<file path="src/rtl/srx_pkg.sv">
// package: register map, field positions and shared types of the serial receiver
package srx_pkg;
  // register byte offsets on the apb bus
  localparam logic [7:0] SRX_OFF_RSC = 8'h00;  // receive_status_control
  localparam logic [7:0] SRX_OFF_RDATA = 8'h04;  // receive_data
  localparam logic [7:0] SRX_OFF_TSC = 8'h08;  // transmit_status_control
  localparam logic [7:0] SRX_OFF_BAUD = 8'h0C;  // baud_control (bit period)
  localparam logic [7:0] SRX_OFF_IRQ_STAT = 8'h10;  // sticky event status
  localparam logic [7:0] SRX_OFF_IRQ_MASK = 8'h14;  // event mask
  // receive_status_control bit positions
  localparam int SRX_B_SERIAL_PORT_ENABLE = 7;  // serial_port_enable
  localparam int SRX_B_RX9 = 6;  // nine_bit_receive_enable
  localparam int SRX_B_SINGLE_RECEIVE_ENABLE = 5;  // single_receive_enable
  localparam int SRX_B_CONTINUOUS_RECEIVE_ENABLE = 4;  // continuous_receive_enable
  localparam int SRX_B_ADDRESS_DETECT_ENABLE = 3;  // address_detect_enable
  localparam int SRX_B_FRAMING_ERROR_FLAG = 2;  // framing_error_flag
  localparam int SRX_B_OVERRUN_ERROR_FLAG = 1;  // overrun_error_flag
  localparam int SRX_B_NINTH_DATA_BIT = 0;  // ninth_data_bit
  // transmit_status_control bit positions
  localparam int SRX_B_CLOCK_SOURCE_MASTER_SELECT = 7;  // clock_source_master_select
  localparam int SRX_B_SYNC = 4;  // clocked_mode_select
  // interrupt status bit positions
  localparam int SRX_I_RCIF = 0;  // receive_interrupt_flag (character available)
  localparam int SRX_I_WAKE = 1;  // character stored while asleep in sync slave mode
  localparam int SRX_IRQ_W = 2;  // event count
  // reset value, fifo depth and data bit counts
  localparam logic [7:0] SRX_BAUD_RST = 8'h0F;  // bit period minus one, pclk cycles
  localparam int SRX_FIFO_DEPTH = 2;  // receive fifo holds two characters
  localparam logic [3:0] SRX_BITS8 = 4'h8;  // data bits, normal mode
  localparam logic [3:0] SRX_BITS9 = 4'h9;  // data bits, nine-bit mode
  // one fifo entry: data, ninth bit and its own framing status
  typedef struct packed {
    logic framing_error_flag;
    logic bit9;
    logic [7:0] data;
  } srx_char_t;
endpackage : srx_pkg

</file>
<file path="src/rtl/srx_receiver.sv">
// module: serial receive path with fifo, error flags, address detect, apb registers
//
// Local design decisions: the address map and the APB interface to the registers.
`timescale 1ns/1ns
module srx_receiver
  import srx_pkg::*;
(
  input wire logic pclk,
  input wire logic presetn,
  input wire logic psel,
  input wire logic penable,
  input wire logic pwrite,
  input wire logic [7:0] paddr,
  input wire logic [31:0] pwdata,
  output logic [31:0] prdata,
  output logic pready,
  output logic pslverr,
  input wire logic rx_data_pin,  // serial_data_pin input
  input wire logic rx_clock_pin,  // serial_clock_pin input (sync slave)
  input wire logic core_sleep,  // core asleep, from the power controller
  output logic irq,  // level interrupt
  output logic wake_q  // wake request to the core
);
  // ---------------------------------------------------------------
  // registers
  // ---------------------------------------------------------------
  logic [7:0] rsc_q;  // control bits of receive_status_control
  logic [7:0] tsc_q;  // transmit_status_control
  logic [7:0] baud_q;  // bit period minus one
  logic [SRX_IRQ_W-1:0] ista_q;  // sticky events
  logic [SRX_IRQ_W-1:0] imask_q;  // event mask
  logic overrun_error_flag_q;  // overrun_error_flag
  srx_char_t fifo_q [SRX_FIFO_DEPTH];  // receive fifo storage
  logic rd_ptr_q;  // oldest entry
  logic wr_ptr_q;  // next free entry
  logic [1:0] count_q;  // entries held
  logic prdy_q;  // apb answer strobe
  logic [31:0] prdata_q;  // apb read data
  logic wake_d;
  // decode helpers
  logic serial_port_enable, continuous_receive_enable, rx9, address_detect_enable, sync_mode, slave_mode, rx_on;
  logic setup, acc_w, acc_r, rd_data;
  srx_char_t head;
  assign serial_port_enable = rsc_q[SRX_B_SERIAL_PORT_ENABLE];
  assign continuous_receive_enable = rsc_q[SRX_B_CONTINUOUS_RECEIVE_ENABLE];
  assign rx9 = rsc_q[SRX_B_RX9];
  assign address_detect_enable = rsc_q[SRX_B_ADDRESS_DETECT_ENABLE];
  assign sync_mode = tsc_q[SRX_B_SYNC];
  assign slave_mode = sync_mode && !tsc_q[SRX_B_CLOCK_SOURCE_MASTER_SELECT];
  // sync slave ignores single_receive_enable; only continuous_receive_enable enables reception
  assign rx_on = serial_port_enable && (continuous_receive_enable || (!slave_mode && rsc_q[SRX_B_SINGLE_RECEIVE_ENABLE]));
  assign head = fifo_q[rd_ptr_q];
  // apb access phases: answer one cycle after setup
  assign setup = psel && !penable;
  assign acc_w = psel && penable && pready && pwrite;
  assign acc_r = psel && penable && pready && !pwrite;
  assign rd_data = acc_r && (paddr == SRX_OFF_RDATA) && (count_q != 2'h0);
  assign pready = prdy_q;
  assign prdata = prdata_q;
  assign pslverr = 1'b0;

  // function: decode of a mapped address, used by the read mux only (pslverr is tied low)
  function automatic logic srx_mapped(input logic [7:0] a);
    srx_mapped = (a == SRX_OFF_RSC) || (a == SRX_OFF_RDATA) || (a == SRX_OFF_TSC) ||
                 (a == SRX_OFF_BAUD) || (a == SRX_OFF_IRQ_STAT) || (a == SRX_OFF_IRQ_MASK);
  endfunction : srx_mapped

  // ---------------------------------------------------------------
  // pin synchronisers: three flops, change when 2nd and 3rd agree
  // ---------------------------------------------------------------
  logic [2:0] dsy_q, csy_q;
  logic din_q, cin_q;  // filtered levels
  always_ff @(posedge pclk or negedge presetn) begin
    if (!presetn) begin
      dsy_q <= 3'h7;
      // link clock parks high: reset to that level so no false edge follows
      csy_q <= 3'h7;
      din_q <= 1'b1;
      cin_q <= 1'b1;
    end else begin
      dsy_q <= {dsy_q[1:0], rx_data_pin};
      csy_q <= {csy_q[1:0], rx_clock_pin};
      if (dsy_q[1] == dsy_q[2]) begin
        din_q <= dsy_q[2];
      end
      if (csy_q[1] == csy_q[2]) begin
        cin_q <= csy_q[2];
      end
    end
  end
  logic cin_prev_q;  // for edge detect of the filtered clock
  always_ff @(posedge pclk or negedge presetn) begin
    if (!presetn) begin
      cin_prev_q <= 1'b1;
    end else begin
      cin_prev_q <= cin_q;
    end
  end
  logic sclk_fall;  // slave samples data on falling clock edge
  assign sclk_fall = cin_prev_q && !cin_q;

  // ---------------------------------------------------------------
  // receive shift engine
  // ---------------------------------------------------------------
  typedef enum logic [1:0] {SRX_IDLE, SRX_START, SRX_DATA, SRX_STOP} srx_state_t;
  srx_state_t st_q;
  logic [7:0] tick_q;  // bit period counter
  logic [3:0] nbit_q;  // data bits taken
  logic [8:0] rsr_q;  // receive_shift_register
  logic done_q;  // one-cycle pulse: character complete
  logic fe_q;  // framing status of completed character
  logic [3:0] nbits;
  assign nbits = rx9 ? SRX_BITS9 : SRX_BITS8;
  logic [8:0] rsr_in;  // lsb-first shift, aligned by width
  assign rsr_in = rx9 ? {din_q, rsr_q[8:1]} : {1'b0, din_q, rsr_q[7:1]};

  // state machine: async start/data/stop, sync counts clock edges
  always_ff @(posedge pclk or negedge presetn) begin
    if (!presetn) begin
      st_q <= SRX_IDLE;
      tick_q <= 8'h00;
      nbit_q <= 4'h0;
      rsr_q <= 9'h000;
      done_q <= 1'b0;
      fe_q <= 1'b0;
    end else begin
      done_q <= 1'b0;
      if (!rx_on || overrun_error_flag_q) begin
        // disabled or overrun: no new characters
        st_q <= SRX_IDLE;
        nbit_q <= 4'h0;
      end else if (sync_mode) begin
        // clocked mode: take one bit per falling clock edge, no start or stop
        if (sclk_fall) begin
          rsr_q <= rsr_in;
          if (nbit_q == nbits - 4'h1) begin
            nbit_q <= 4'h0;
            done_q <= 1'b1;
            fe_q <= 1'b0;
          end else begin
            nbit_q <= nbit_q + 4'h1;
          end
        end
      end else begin
        unique case (st_q)
          SRX_IDLE: begin
            if (!din_q) begin
              st_q <= SRX_START;
              tick_q <= {1'b0, baud_q[7:1]};  // half a bit to centre
            end
          end
          SRX_START: begin
            if (tick_q != 8'h00) begin
              tick_q <= tick_q - 8'h01;
            end else if (din_q) begin
              st_q <= SRX_IDLE;  // glitch, not a start bit
            end else begin
              st_q <= SRX_DATA;
              tick_q <= baud_q;
              nbit_q <= 4'h0;
            end
          end
          SRX_DATA: begin
            if (tick_q != 8'h00) begin
              tick_q <= tick_q - 8'h01;
            end else begin
              rsr_q <= rsr_in;
              tick_q <= baud_q;
              if (nbit_q == nbits - 4'h1) begin
                st_q <= SRX_STOP;
              end else begin
                nbit_q <= nbit_q + 4'h1;
              end
            end
          end
          SRX_STOP: begin
            if (tick_q != 8'h00) begin
              tick_q <= tick_q - 8'h01;
            end else begin
              // stop bit missing at its slot: framing error, keep going
              fe_q <= !din_q;
              done_q <= 1'b1;
              st_q <= SRX_IDLE;
            end
          end
        endcase
      end
    end
  end

  // ---------------------------------------------------------------
  // receive fifo and overrun
  // ---------------------------------------------------------------
  logic accept;  // nine-bit address mode drops ninth-bit-clear characters
  assign accept = done_q && !(address_detect_enable && rx9 && !rsr_q[8]);
  logic push;
  assign push = accept && (count_q != 2'(SRX_FIFO_DEPTH));
  always_ff @(posedge pclk or negedge presetn) begin
    if (!presetn) begin
      rd_ptr_q <= 1'b0;
      wr_ptr_q <= 1'b0;
      count_q <= 2'h0;
      for (int i = 0; i < SRX_FIFO_DEPTH; i++) begin
        fifo_q[i] <= '0;
      end
    end else if (!serial_port_enable) begin
      // port reset empties fifo, so framing_error_flag reads clear
      rd_ptr_q <= 1'b0;
      wr_ptr_q <= 1'b0;
      count_q <= 2'h0;
    end else begin
      if (push) begin
        // framing status stored with its character
        fifo_q[wr_ptr_q] <= '{framing_error_flag: fe_q, bit9: rsr_q[8], data: rsr_q[7:0]};
        wr_ptr_q <= ~wr_ptr_q;
      end
      if (rd_data) begin
        rd_ptr_q <= ~rd_ptr_q;  // data read advances fifo
      end
      count_q <= count_q + 2'(push) - 2'(rd_data);
    end
  end
  // overrun: third whole character with fifo full only continuous_receive_enable/serial_port_enable clear
  always_ff @(posedge pclk or negedge presetn) begin
    if (!presetn) begin
      overrun_error_flag_q <= 1'b0;
    end else if (!serial_port_enable || !continuous_receive_enable) begin
      overrun_error_flag_q <= 1'b0;
    end else if (accept && count_q == 2'(SRX_FIFO_DEPTH)) begin
      overrun_error_flag_q <= 1'b1;
    end
  end

  // ---------------------------------------------------------------
  // interrupts: sticky status, write one to clear, set wins
  // ---------------------------------------------------------------
  logic [SRX_IRQ_W-1:0] iev;
  // only a stored character is an event; framing error alone is not
  assign iev[SRX_I_RCIF] = push;
  assign iev[SRX_I_WAKE] = push && core_sleep && slave_mode;
  always_ff @(posedge pclk or negedge presetn) begin
    if (!presetn) begin
      ista_q <= '0;
    end else begin
      ista_q <= (ista_q & ~((acc_w && paddr == SRX_OFF_IRQ_STAT) ?
                pwdata[SRX_IRQ_W-1:0] : '0)) | iev;
    end
  end
  // irq flop and wake: unmasked receive flag wakes a sleeping core
  logic irq_q;
  assign irq = irq_q;
  assign wake_d = core_sleep && (|(ista_q & imask_q));
  always_ff @(posedge pclk or negedge presetn) begin
    if (!presetn) begin
      irq_q <= 1'b0;
      wake_q <= 1'b0;
    end else begin
      irq_q <= |(ista_q & imask_q);
      wake_q <= wake_d;
    end
  end

  // ---------------------------------------------------------------
  // apb register writes
  // ---------------------------------------------------------------
  always_ff @(posedge pclk or negedge presetn) begin
    if (!presetn) begin
      rsc_q <= 8'h00;
      tsc_q <= 8'h00;
      baud_q <= SRX_BAUD_RST;
      imask_q <= '0;
    end else if (acc_w) begin
      unique case (paddr)
        SRX_OFF_RSC: rsc_q <= pwdata[7:0] & 8'hF8;  // status bits read-only
        SRX_OFF_TSC: tsc_q <= pwdata[7:0];
        SRX_OFF_BAUD: baud_q <= pwdata[7:0];
        SRX_OFF_IRQ_MASK: imask_q <= pwdata[SRX_IRQ_W-1:0];
        default: ;
      endcase
    end
  end

  // ---------------------------------------------------------------
  // apb answer and read data (one wait-free access cycle)
  // ---------------------------------------------------------------
  logic [7:0] rsc_view;  // framing_error_flag/ninth_data_bit of oldest char, zero when empty
  assign rsc_view = {rsc_q[7:3],
                     (count_q != 2'h0) && head.framing_error_flag, overrun_error_flag_q,
                     (count_q != 2'h0) && head.bit9};
  always_ff @(posedge pclk or negedge presetn) begin
    if (!presetn) begin
      prdy_q <= 1'b0;
      prdata_q <= 32'h0000_0000;
    end else begin
      prdy_q <= setup;
      if (setup && !pwrite) begin
        unique case (paddr)
          SRX_OFF_RSC: prdata_q <= {24'h000000, rsc_view};
          SRX_OFF_RDATA: prdata_q <= {24'h000000, head.data};
          SRX_OFF_TSC: prdata_q <= {24'h000000, tsc_q};
          SRX_OFF_BAUD: prdata_q <= {24'h000000, baud_q};
          SRX_OFF_IRQ_STAT: prdata_q <= {30'h0, ista_q};
          SRX_OFF_IRQ_MASK: prdata_q <= {30'h0, imask_q};
          default: prdata_q <= srx_mapped(paddr) ? prdata_q : 32'h0000_0000;
        endcase
      end
    end
  end

  // ---------------------------------------------------------------
  // checks
  // ---------------------------------------------------------------
  a_ovr_sets: assert property (@(posedge pclk) disable iff (!presetn)
    (accept && count_q == 2'h2 && serial_port_enable && continuous_receive_enable) |=> overrun_error_flag_q)
    else $error("overrun not flagged on third character");
  a_ovr_blocks: assert property (@(posedge pclk) disable iff (!presetn)
    overrun_error_flag_q |-> !push) else $error("character stored during overrun");
  a_ovr_clear: assert property (@(posedge pclk) disable iff (!presetn)
    (overrun_error_flag_q && !$past(overrun_error_flag_q)) |-> $past(serial_port_enable && continuous_receive_enable))
    else $error("overrun rose while disabled");
  a_serial_port_enable_flush: assert property (@(posedge pclk) disable iff (!presetn)
    !serial_port_enable |=> (count_q == 2'h0 && !rsc_view[SRX_B_FRAMING_ERROR_FLAG]))
    else $error("port disable left framing_error_flag or data");
  a_addr_drop: assert property (@(posedge pclk) disable iff (!presetn)
    (done_q && address_detect_enable && rx9 && !rsr_q[8]) |=> $stable(count_q) || $past(rd_data))
    else $error("address mode stored data character");
  a_read_adv: assert property (@(posedge pclk) disable iff (!presetn)
    (rd_data && !push && serial_port_enable) |=> count_q == $past(count_q) - 2'h1)
    else $error("data read did not advance fifo");
  a_flag_set: assert property (@(posedge pclk) disable iff (!presetn)
    push |=> ista_q[SRX_I_RCIF]) else $error("receive flag not set");
  a_irq_level: assert property (@(posedge pclk) disable iff (!presetn)
    (ista_q == '0) |=> !irq_q) else $error("interrupt without a character");
  a_fe_stored: assert property (@(posedge pclk) disable iff (!presetn)
    push |=> fifo_q[$past(wr_ptr_q)].framing_error_flag == $past(fe_q))
    else $error("framing status not stored");
endmodule : srx_receiver

</file>
<file path="config.mk">
export PLATFORM = sky130hd
export DESIGN_NAME = srx_receiver
export DESIGN_NICKNAME = d
export VERILOG_FILES = /design/src/rtl/srx_pkg.sv /design/src/rtl/srx_receiver.sv
export SDC_FILE = /design/constraint.sdc
export NUM_CORES = 1
export LEC_CHECK = 0
export BUFFER_PORTS_ARGS = -buffer_cell sky130_fd_sc_hd__buf_2
export CAP_MARGIN = 10
export CELL_PAD_IN_SITES_DETAIL_PLACEMENT = 1
export CELL_PAD_IN_SITES_GLOBAL_PLACEMENT = 1
export CORE_AREA = 4 4 126 98
export CTS_CLUSTER_SIZE = 16
export DETAILED_ROUTE_END_ITERATION = 7
export DIE_AREA = 0 0 130 102
export GPL_TIMING_DRIVEN = 1
export PLACE_DENSITY = 0.81
export SKIP_CTS_REPAIR_TIMING = 1
export SYNTH_ARGS = -nofsm -noshare
export SYNTH_HDL_FRONTEND = slang
export SYNTH_SLANG_ARGS = --single-unit
export TNS_END_PERCENT = 5
</file>
<file path="constraint.sdc">
create_clock -name pclk -period 2.5 [get_ports pclk]
set_input_delay 0.25 -clock pclk [delete_from_list [all_inputs] [get_ports pclk]]
set_output_delay 0.25 -clock pclk [all_outputs]
set_load 0.01 [all_outputs]
</file>
==> impl_metrics.csv, run 1 <==
group,metric,value,unit
run_status,status,"finished, final reports clean",
global_route,grt_max_degree,96,
detailed_routing,wl,11600,microns
cts,clk_pin_slew,0.07,ns
job,max_cap_violations,0,
timing,hold_viol_final,0,
global_route,grt_use_total,0.183,
cts,cts-root-buf,"clkbuf_16",
yosys,ys_seq_elements,95,
worst_setup_path,cp.arrival,2.63,ns
layout,post_route_cells_drive_above_1_share,0.335,
power,clock_power_share,0.452,
min_path,hp-class,"in2reg",
power,combPwrFrac,0.041,
layout,diodes,0,
timing,max_freq,0.417,GHz
power,power_leakage,2.64,nW
die,dieArea,13300,sq um
timing,slew_headroom,0.545,
power,seqPwrFrac,0.507,
cts,ctsHtreeMaxLevel,3,
yosys,synth_edf_count,0,
power,intPower,2.41,mW
yosys,synthDistinctLibCells,65,
detailed_routing,postRouteAntennaNets,0,
placed_design,port_buffers,34,
worst_setup_path,critical_path_class,"reg2reg",
worst_setup_path,cp_max_fo,6,
layout,final_common_cell,"dfrtp_1",
worst_setup_path,end_kind,"flip-flop",
placed_design,dpl_worst_slack,-0.0208,ns
detailed_routing,drt_iter0_drc,239,
yosys,synth_area,4860,sq um
layout,final_cell_mix,"82 x dfrtp_1, 60 x mux2_2, 33 x buf_2",
global_route,grt_pass1_vias,3515,
global_route,antenna_found_initial,0,
timing,finalCritPeriodShare,0.959,
die,ios,84,
yosys,async_flop_share,1.00,
timing,clock-skew-final,0.00322,ns
power,total_power,3.10,mW
timing,whs,0.0815,ns
cts,worst_skew_pair.late_latency,0.35,ns
worst_setup_path,required,2.74,ns
cts,clock_path_buffers,2,
layout,nets,510,
placed_design,dp_hpwl,8260,microns
yosys,syn_inst,408,
yosys,ys_seq_area_frac,0.492,
die,initial_core_util,0.433,
placed_design,globalplace.congestion,0.835,
timing,layout_setup_ws,0.103,ns
timing,period_needed,2.40,ns
power,p_sw_frac,0.223,
detailed_routing,firstDrtPassIters,4,
die,die_x,130,microns
detailed_routing,drc_errors,0,
global_route,grt_pass1_wl,18800,microns
yosys,yosysWarnings,0,
detailed_routing,vias_per_cell,5.57,
yosys,syn_area_per_cell,11.9,sq um
timing,final_max_slew_viol_count,0,
die,core,11200,sq um
cts,cts_buffers,9,
cts,clock_sinks,95,
yosys,synthFlopType,"dfrtp_1",
power,ir_worst_vdd,345,uV
detailed_routing,vias,3347,
detailed_routing,wl_per_cell,19.3,microns
cts,cts_tree,"built",
global_route,grt-ovfl-total,0,
power,p_switching,690,uW
die,die_h,102,microns
timing,worst_slew_pin_slew,0.676,ns
timing,finalSetupViolations,0,
layout,area_delta_synth_final,13.1,%
power,power.density,563,nW/um^2
die,std_cell_rows,34,
worst_setup_path,worstSetupStartpointType,"flip-flop",
-- metal layers --
layer	global-route usage	up-vias	wire length, microns
li1	-	1545	-
met4	0.0431	0	114
met2	0.281	56	5430
met3	0.0481	14	457
met1	0.263	1732	5600
met5	0	-	0
-- logic make-up (layout without fill, tap and decap cells) --
logic type	count (synthesis)	count (layout)	share of synthesized area
compound gates	79	79	0.120
xor+xnor	5	5	0.00900
fa+ha+maj	12	12	0.0298
buf+inv	52	77	0.0604
flops	95	95	0.492
mux	73	73	0.178
other cells	1	25	0.000771
simple gates	91	91	0.109
-- path summary, 6_finish.rpt --
| path | from | to | slack [ns] | depth (start not counted) |
|---|---|---|---|---|
| max | tick_q[0] | st_q[1] | 0.10 | 8 |
| max in group asynchronous | presetn | csy_q[1] | 1.58 | 3 |
| max reg2reg | tick_q[0] | st_q[1] | 0.10 | 8 |
| min in group asynchronous | presetn | tsc_q[1] | 0.51 | 3 |
| min reg2reg | dsy_q[0] | dsy_q[1] | 0.36 | 0 |
| min | penable | pready | 0.08 | 2 |
-- flip-flops by register name, summed over array words and instances (netlist names), 2 cells and up --
register  flops
ista_q        2
baud_q        8
st_q          2
dsy_q         3
nbit_q        4
csy_q         3
rsr_q         9
count_q       2
prdata        8
tsc_q         8
fifo_q       20
imask_q       2
tick_q        8
rsc_q         5
-- cell type report --
| class | count | area, sq um |
|---|---|---|
| fill | 1210 | 5730 |
| sequential | 95 | 2390 |
| multi-input combinational | 285 | 2270 |
| timing repair buffer | 50 | 313 |
| clock buffer | 12 | 246 |
| tap | 144 | 180 |
| clock inverter | 4 | 55.1 |
| inverter | 11 | 41.3 |
-- per-stage QoR --
step,cells,TNS [ns],util,cell area (sq um)
finish,601,0,0.490,5500
global route,601,-0.0164,0.490,5500
floorplan,432,0,-,4950
global placement,582,0,0.460,5160
CTS,598,0,0.487,5470
detailed placement,582,-0.0208,0.460,5160
-- critical path, cell delays in order (launching register included) --
cell and delay [ns]:
dfrtp_1 0.39, inv_1 0.13, ha_1 0.23, or3b_2 0.51, nor2_4 0.22, buf_4 0.19, o2bb2ai_1 0.17, nand2_1 0.12
o41ai_1 0.32
-- synthesized netlist by cell type, types with 11 or more instances --
master	count	share of area
buf_4	26	0.040
clkbuf_1	13	0.010
dfrtp_1	82	0.42
dfstp_2	13	0.070
inv_1	11	0.0085
mux2_2	60	0.14
nand2_1	17	0.013
nand2b_1	14	0.018
nor2_1	14	0.011
o21ai_0	17	0.017
-- power by group through the flow --
stage / combinational [mW] / clock (mW) / sequential, mW
after floorplan: 0.0847 / 0 / 1.59
after global placement: 0.121 / 0 / 1.60
after detailed placement: 0.124 / 0 / 1.60
after CTS: 0.125 / 1.42 / 1.57
after global routing: 0.144 / 1.49 / 1.57
final: 0.127 / 1.40 / 1.57
(Power assumes the default switching activity.)
==> run 2, diff against run 1 <==
Settings changed: ABC_CLOCK_PERIOD_IN_PS from default to 2500, CELL_PAD_IN_SITES_DETAIL_PLACEMENT 1 to default, CELL_PAD_IN_SITES_GLOBAL_PLACEMENT 1 to default, CORE_AREA 4 4 126 98 to 4 4 114 89, DIE_AREA 0 0 130 102 to 0 0 118 93, PLACE_DENSITY 0.81 to 0.8.
==> run 2 against run 1 <==
  * Utilization increased by 12 points
  * Power decreased by 4.2%
  * Via count increased by 1.6%
  * Sequential power about the same
  * Design area down 0.98%
  * Die area down 17%
  * Clock-buffer cell count shrank 1
  * First-iteration DRC count is 31% higher
==> impl_metrics.csv, run 2 (synthesized netlist as in run 1, its figures left out) <==
group,metric,value,unit
detailed_routing,wl_per_cell,18.9,microns
detailed_routing,vias_per_cell,5.97,
placed_design,port_buffers,34,
worst_setup_path,r2r_start,"tick_q[0]",
global_route,antenna_found_initial,0,
worst_setup_path,reg2reg_slack,0.14,ns
layout,area_delta_synth_final,12.0,%
die,die_h,93,microns
global_route,grt-ovfl-total,0,
die,core,8930,sq um
layout,nets,511,
detailed_routing,drc_errors,0,
timing,final_max_slew_viol_count,0,
timing,slew_headroom,0.581,
placed_design,dpl_cell_area,5130,sq um
timing,worst_slew_pin_slew,0.623,ns
cts,cts_tree,"built",
layout,diodes,0,
placed_design,globalplace.congestion,0.915,
global_route,grt_max_degree,40,
placed_design,place_inst,551,
detailed_routing,firstDrtPassIters,4,
layout,postLayoutCellArea,5450,sq um
worst_setup_path,cp.arrival,2.60,ns
die,dieArea,11000,sq um
detailed_routing,wl,10800,microns
die,die_x,118,microns
detailed_routing,postRouteAntennaNets,0,
timing,finalSetupViolations,0,
timing,period_needed,2.36,ns
worst_setup_path,worstSetupStartpointType,"flip-flop",
die,ios,84,
cts,clock_sinks,95,
global_route,grt_pass1_wl,17600,microns
cts,worst_skew_pair.late_latency,0.35,ns
power,power.density,545,nW/um^2
timing,max_freq,0.424,GHz
global_route,grt_pass1_vias,3390,
cts,clk_pin_slew,0.06,ns
layout,finalNonFillerCells,570,
worst_setup_path,cp-endpoint,"st_q[1]",
layout,post_route_cells_drive_above_1_share,0.338,
job,max_cap_violations,0,
cts,clock_path_buffers,2,
min_path,hp-class,"in2reg",
power,power_leakage,2.65,nW
cts,ctsHtreeMaxLevel,3,
timing,finalCritPeriodShare,0.944,
detailed_routing,vias,3401,
worst_setup_path,reg2reg_to,"st_q[1]",
worst_setup_path,rr_worst_depth,8,
worst_setup_path,worstSetupStartpoint,"tick_q[0]",
worst_setup_path,required,2.74,ns
run_status,status,"finished, final reports clean",
worst_setup_path,cp_max_fo,9,
layout,top_register,"fifo_q",
timing,hold_viol_final,0,
power,ir_worst_vdd,339,uV
cts,cts_buffers,9,
timing,clock-skew-final,0.00941,ns
placed_design,dp_hpwl,7640,microns
die,initial_core_util,0.545,
global_route,grt_use_total,0.205,
die,std_cell_rows,30,
layout,largest_reg_flops,20,
layout,reg_top3,"fifo_q (20), rsr_q (9)",
worst_setup_path,end_kind,"flip-flop",
cts,cts-root-buf,"clkbuf_16",
layout,final_common_cell,"dfrtp_1",
worst_setup_path,critical_path_class,"reg2reg",
detailed_routing,drt_iter0_drc,312,
layout,utilization,0.610,
layout,final_cell_mix,"82 x dfrtp_1, 60 x mux2_2, 33 x buf_2",
==> run 2: layout make-up <==
class	instances	area [sq um]
inverter	11	41.3
tap	112	140
clock buffer	11	243
fill	712	3490
timing repair buffer	51	320
sequential	95	2390
multi-input combinational	285	2270
clock inverter	5	35.0
==> run 2: critical path, stage by stage, from the launching register on <==
cell	delay [ns]
dfrtp_1	0.40
inv_1	0.13
ha_1	0.20
or3b_2	0.48
nor2_2	0.18
buf_4	0.22
o2bb2ai_1	0.19
nand2_1	0.14
o41ai_2	0.31
==> run 2: per-layer routing <==
metal	up-vias	routed length, microns	GRT usage
met5	-	0	0
met3	22	613	0.0568
met2	107	5050	0.324
li1	1548	-	-
met4	0	213	0.0741
met1	1724	4870	0.272
==> run 2: power by group <==
part           switching, mW  internal [mW]  total, mW
clock network          0.571          0.701       1.27
registers             0.0107           1.56       1.57
logic                 0.0874         0.0397      0.127
total                  0.669           2.30       2.97
==> run 2: worst min path at each step <==
stage                        from          to  cells after the start
after floorplan           presetn   baud_q[4]                      0
after global placement    presetn  imask_q[0]                      1
after detailed placement  presetn    tsc_q[1]                      1
after CTS                 presetn      pready                      1
after global routing      penable      pready                      2
final                     penable      pready                      2
==> run 2: per-stage QoR <==
stage | setup TNS [ns] | hold WS, ns | setup WS (ns) | power (mW)
after detailed placement | -0.00812 | 0.252 | -0.00812 | 1.72
final | 0 | 0.0862 | 0.140 | 2.97
after CTS | 0 | -0.119 | 0.138 | 2.99
after global placement | 0 | 0.244 | 0.0623 | 1.71
after global routing | -0.0280 | 0.0845 | -0.0280 | 3.08
after floorplan | 0 | -0.0456 | 0.155 | 1.68
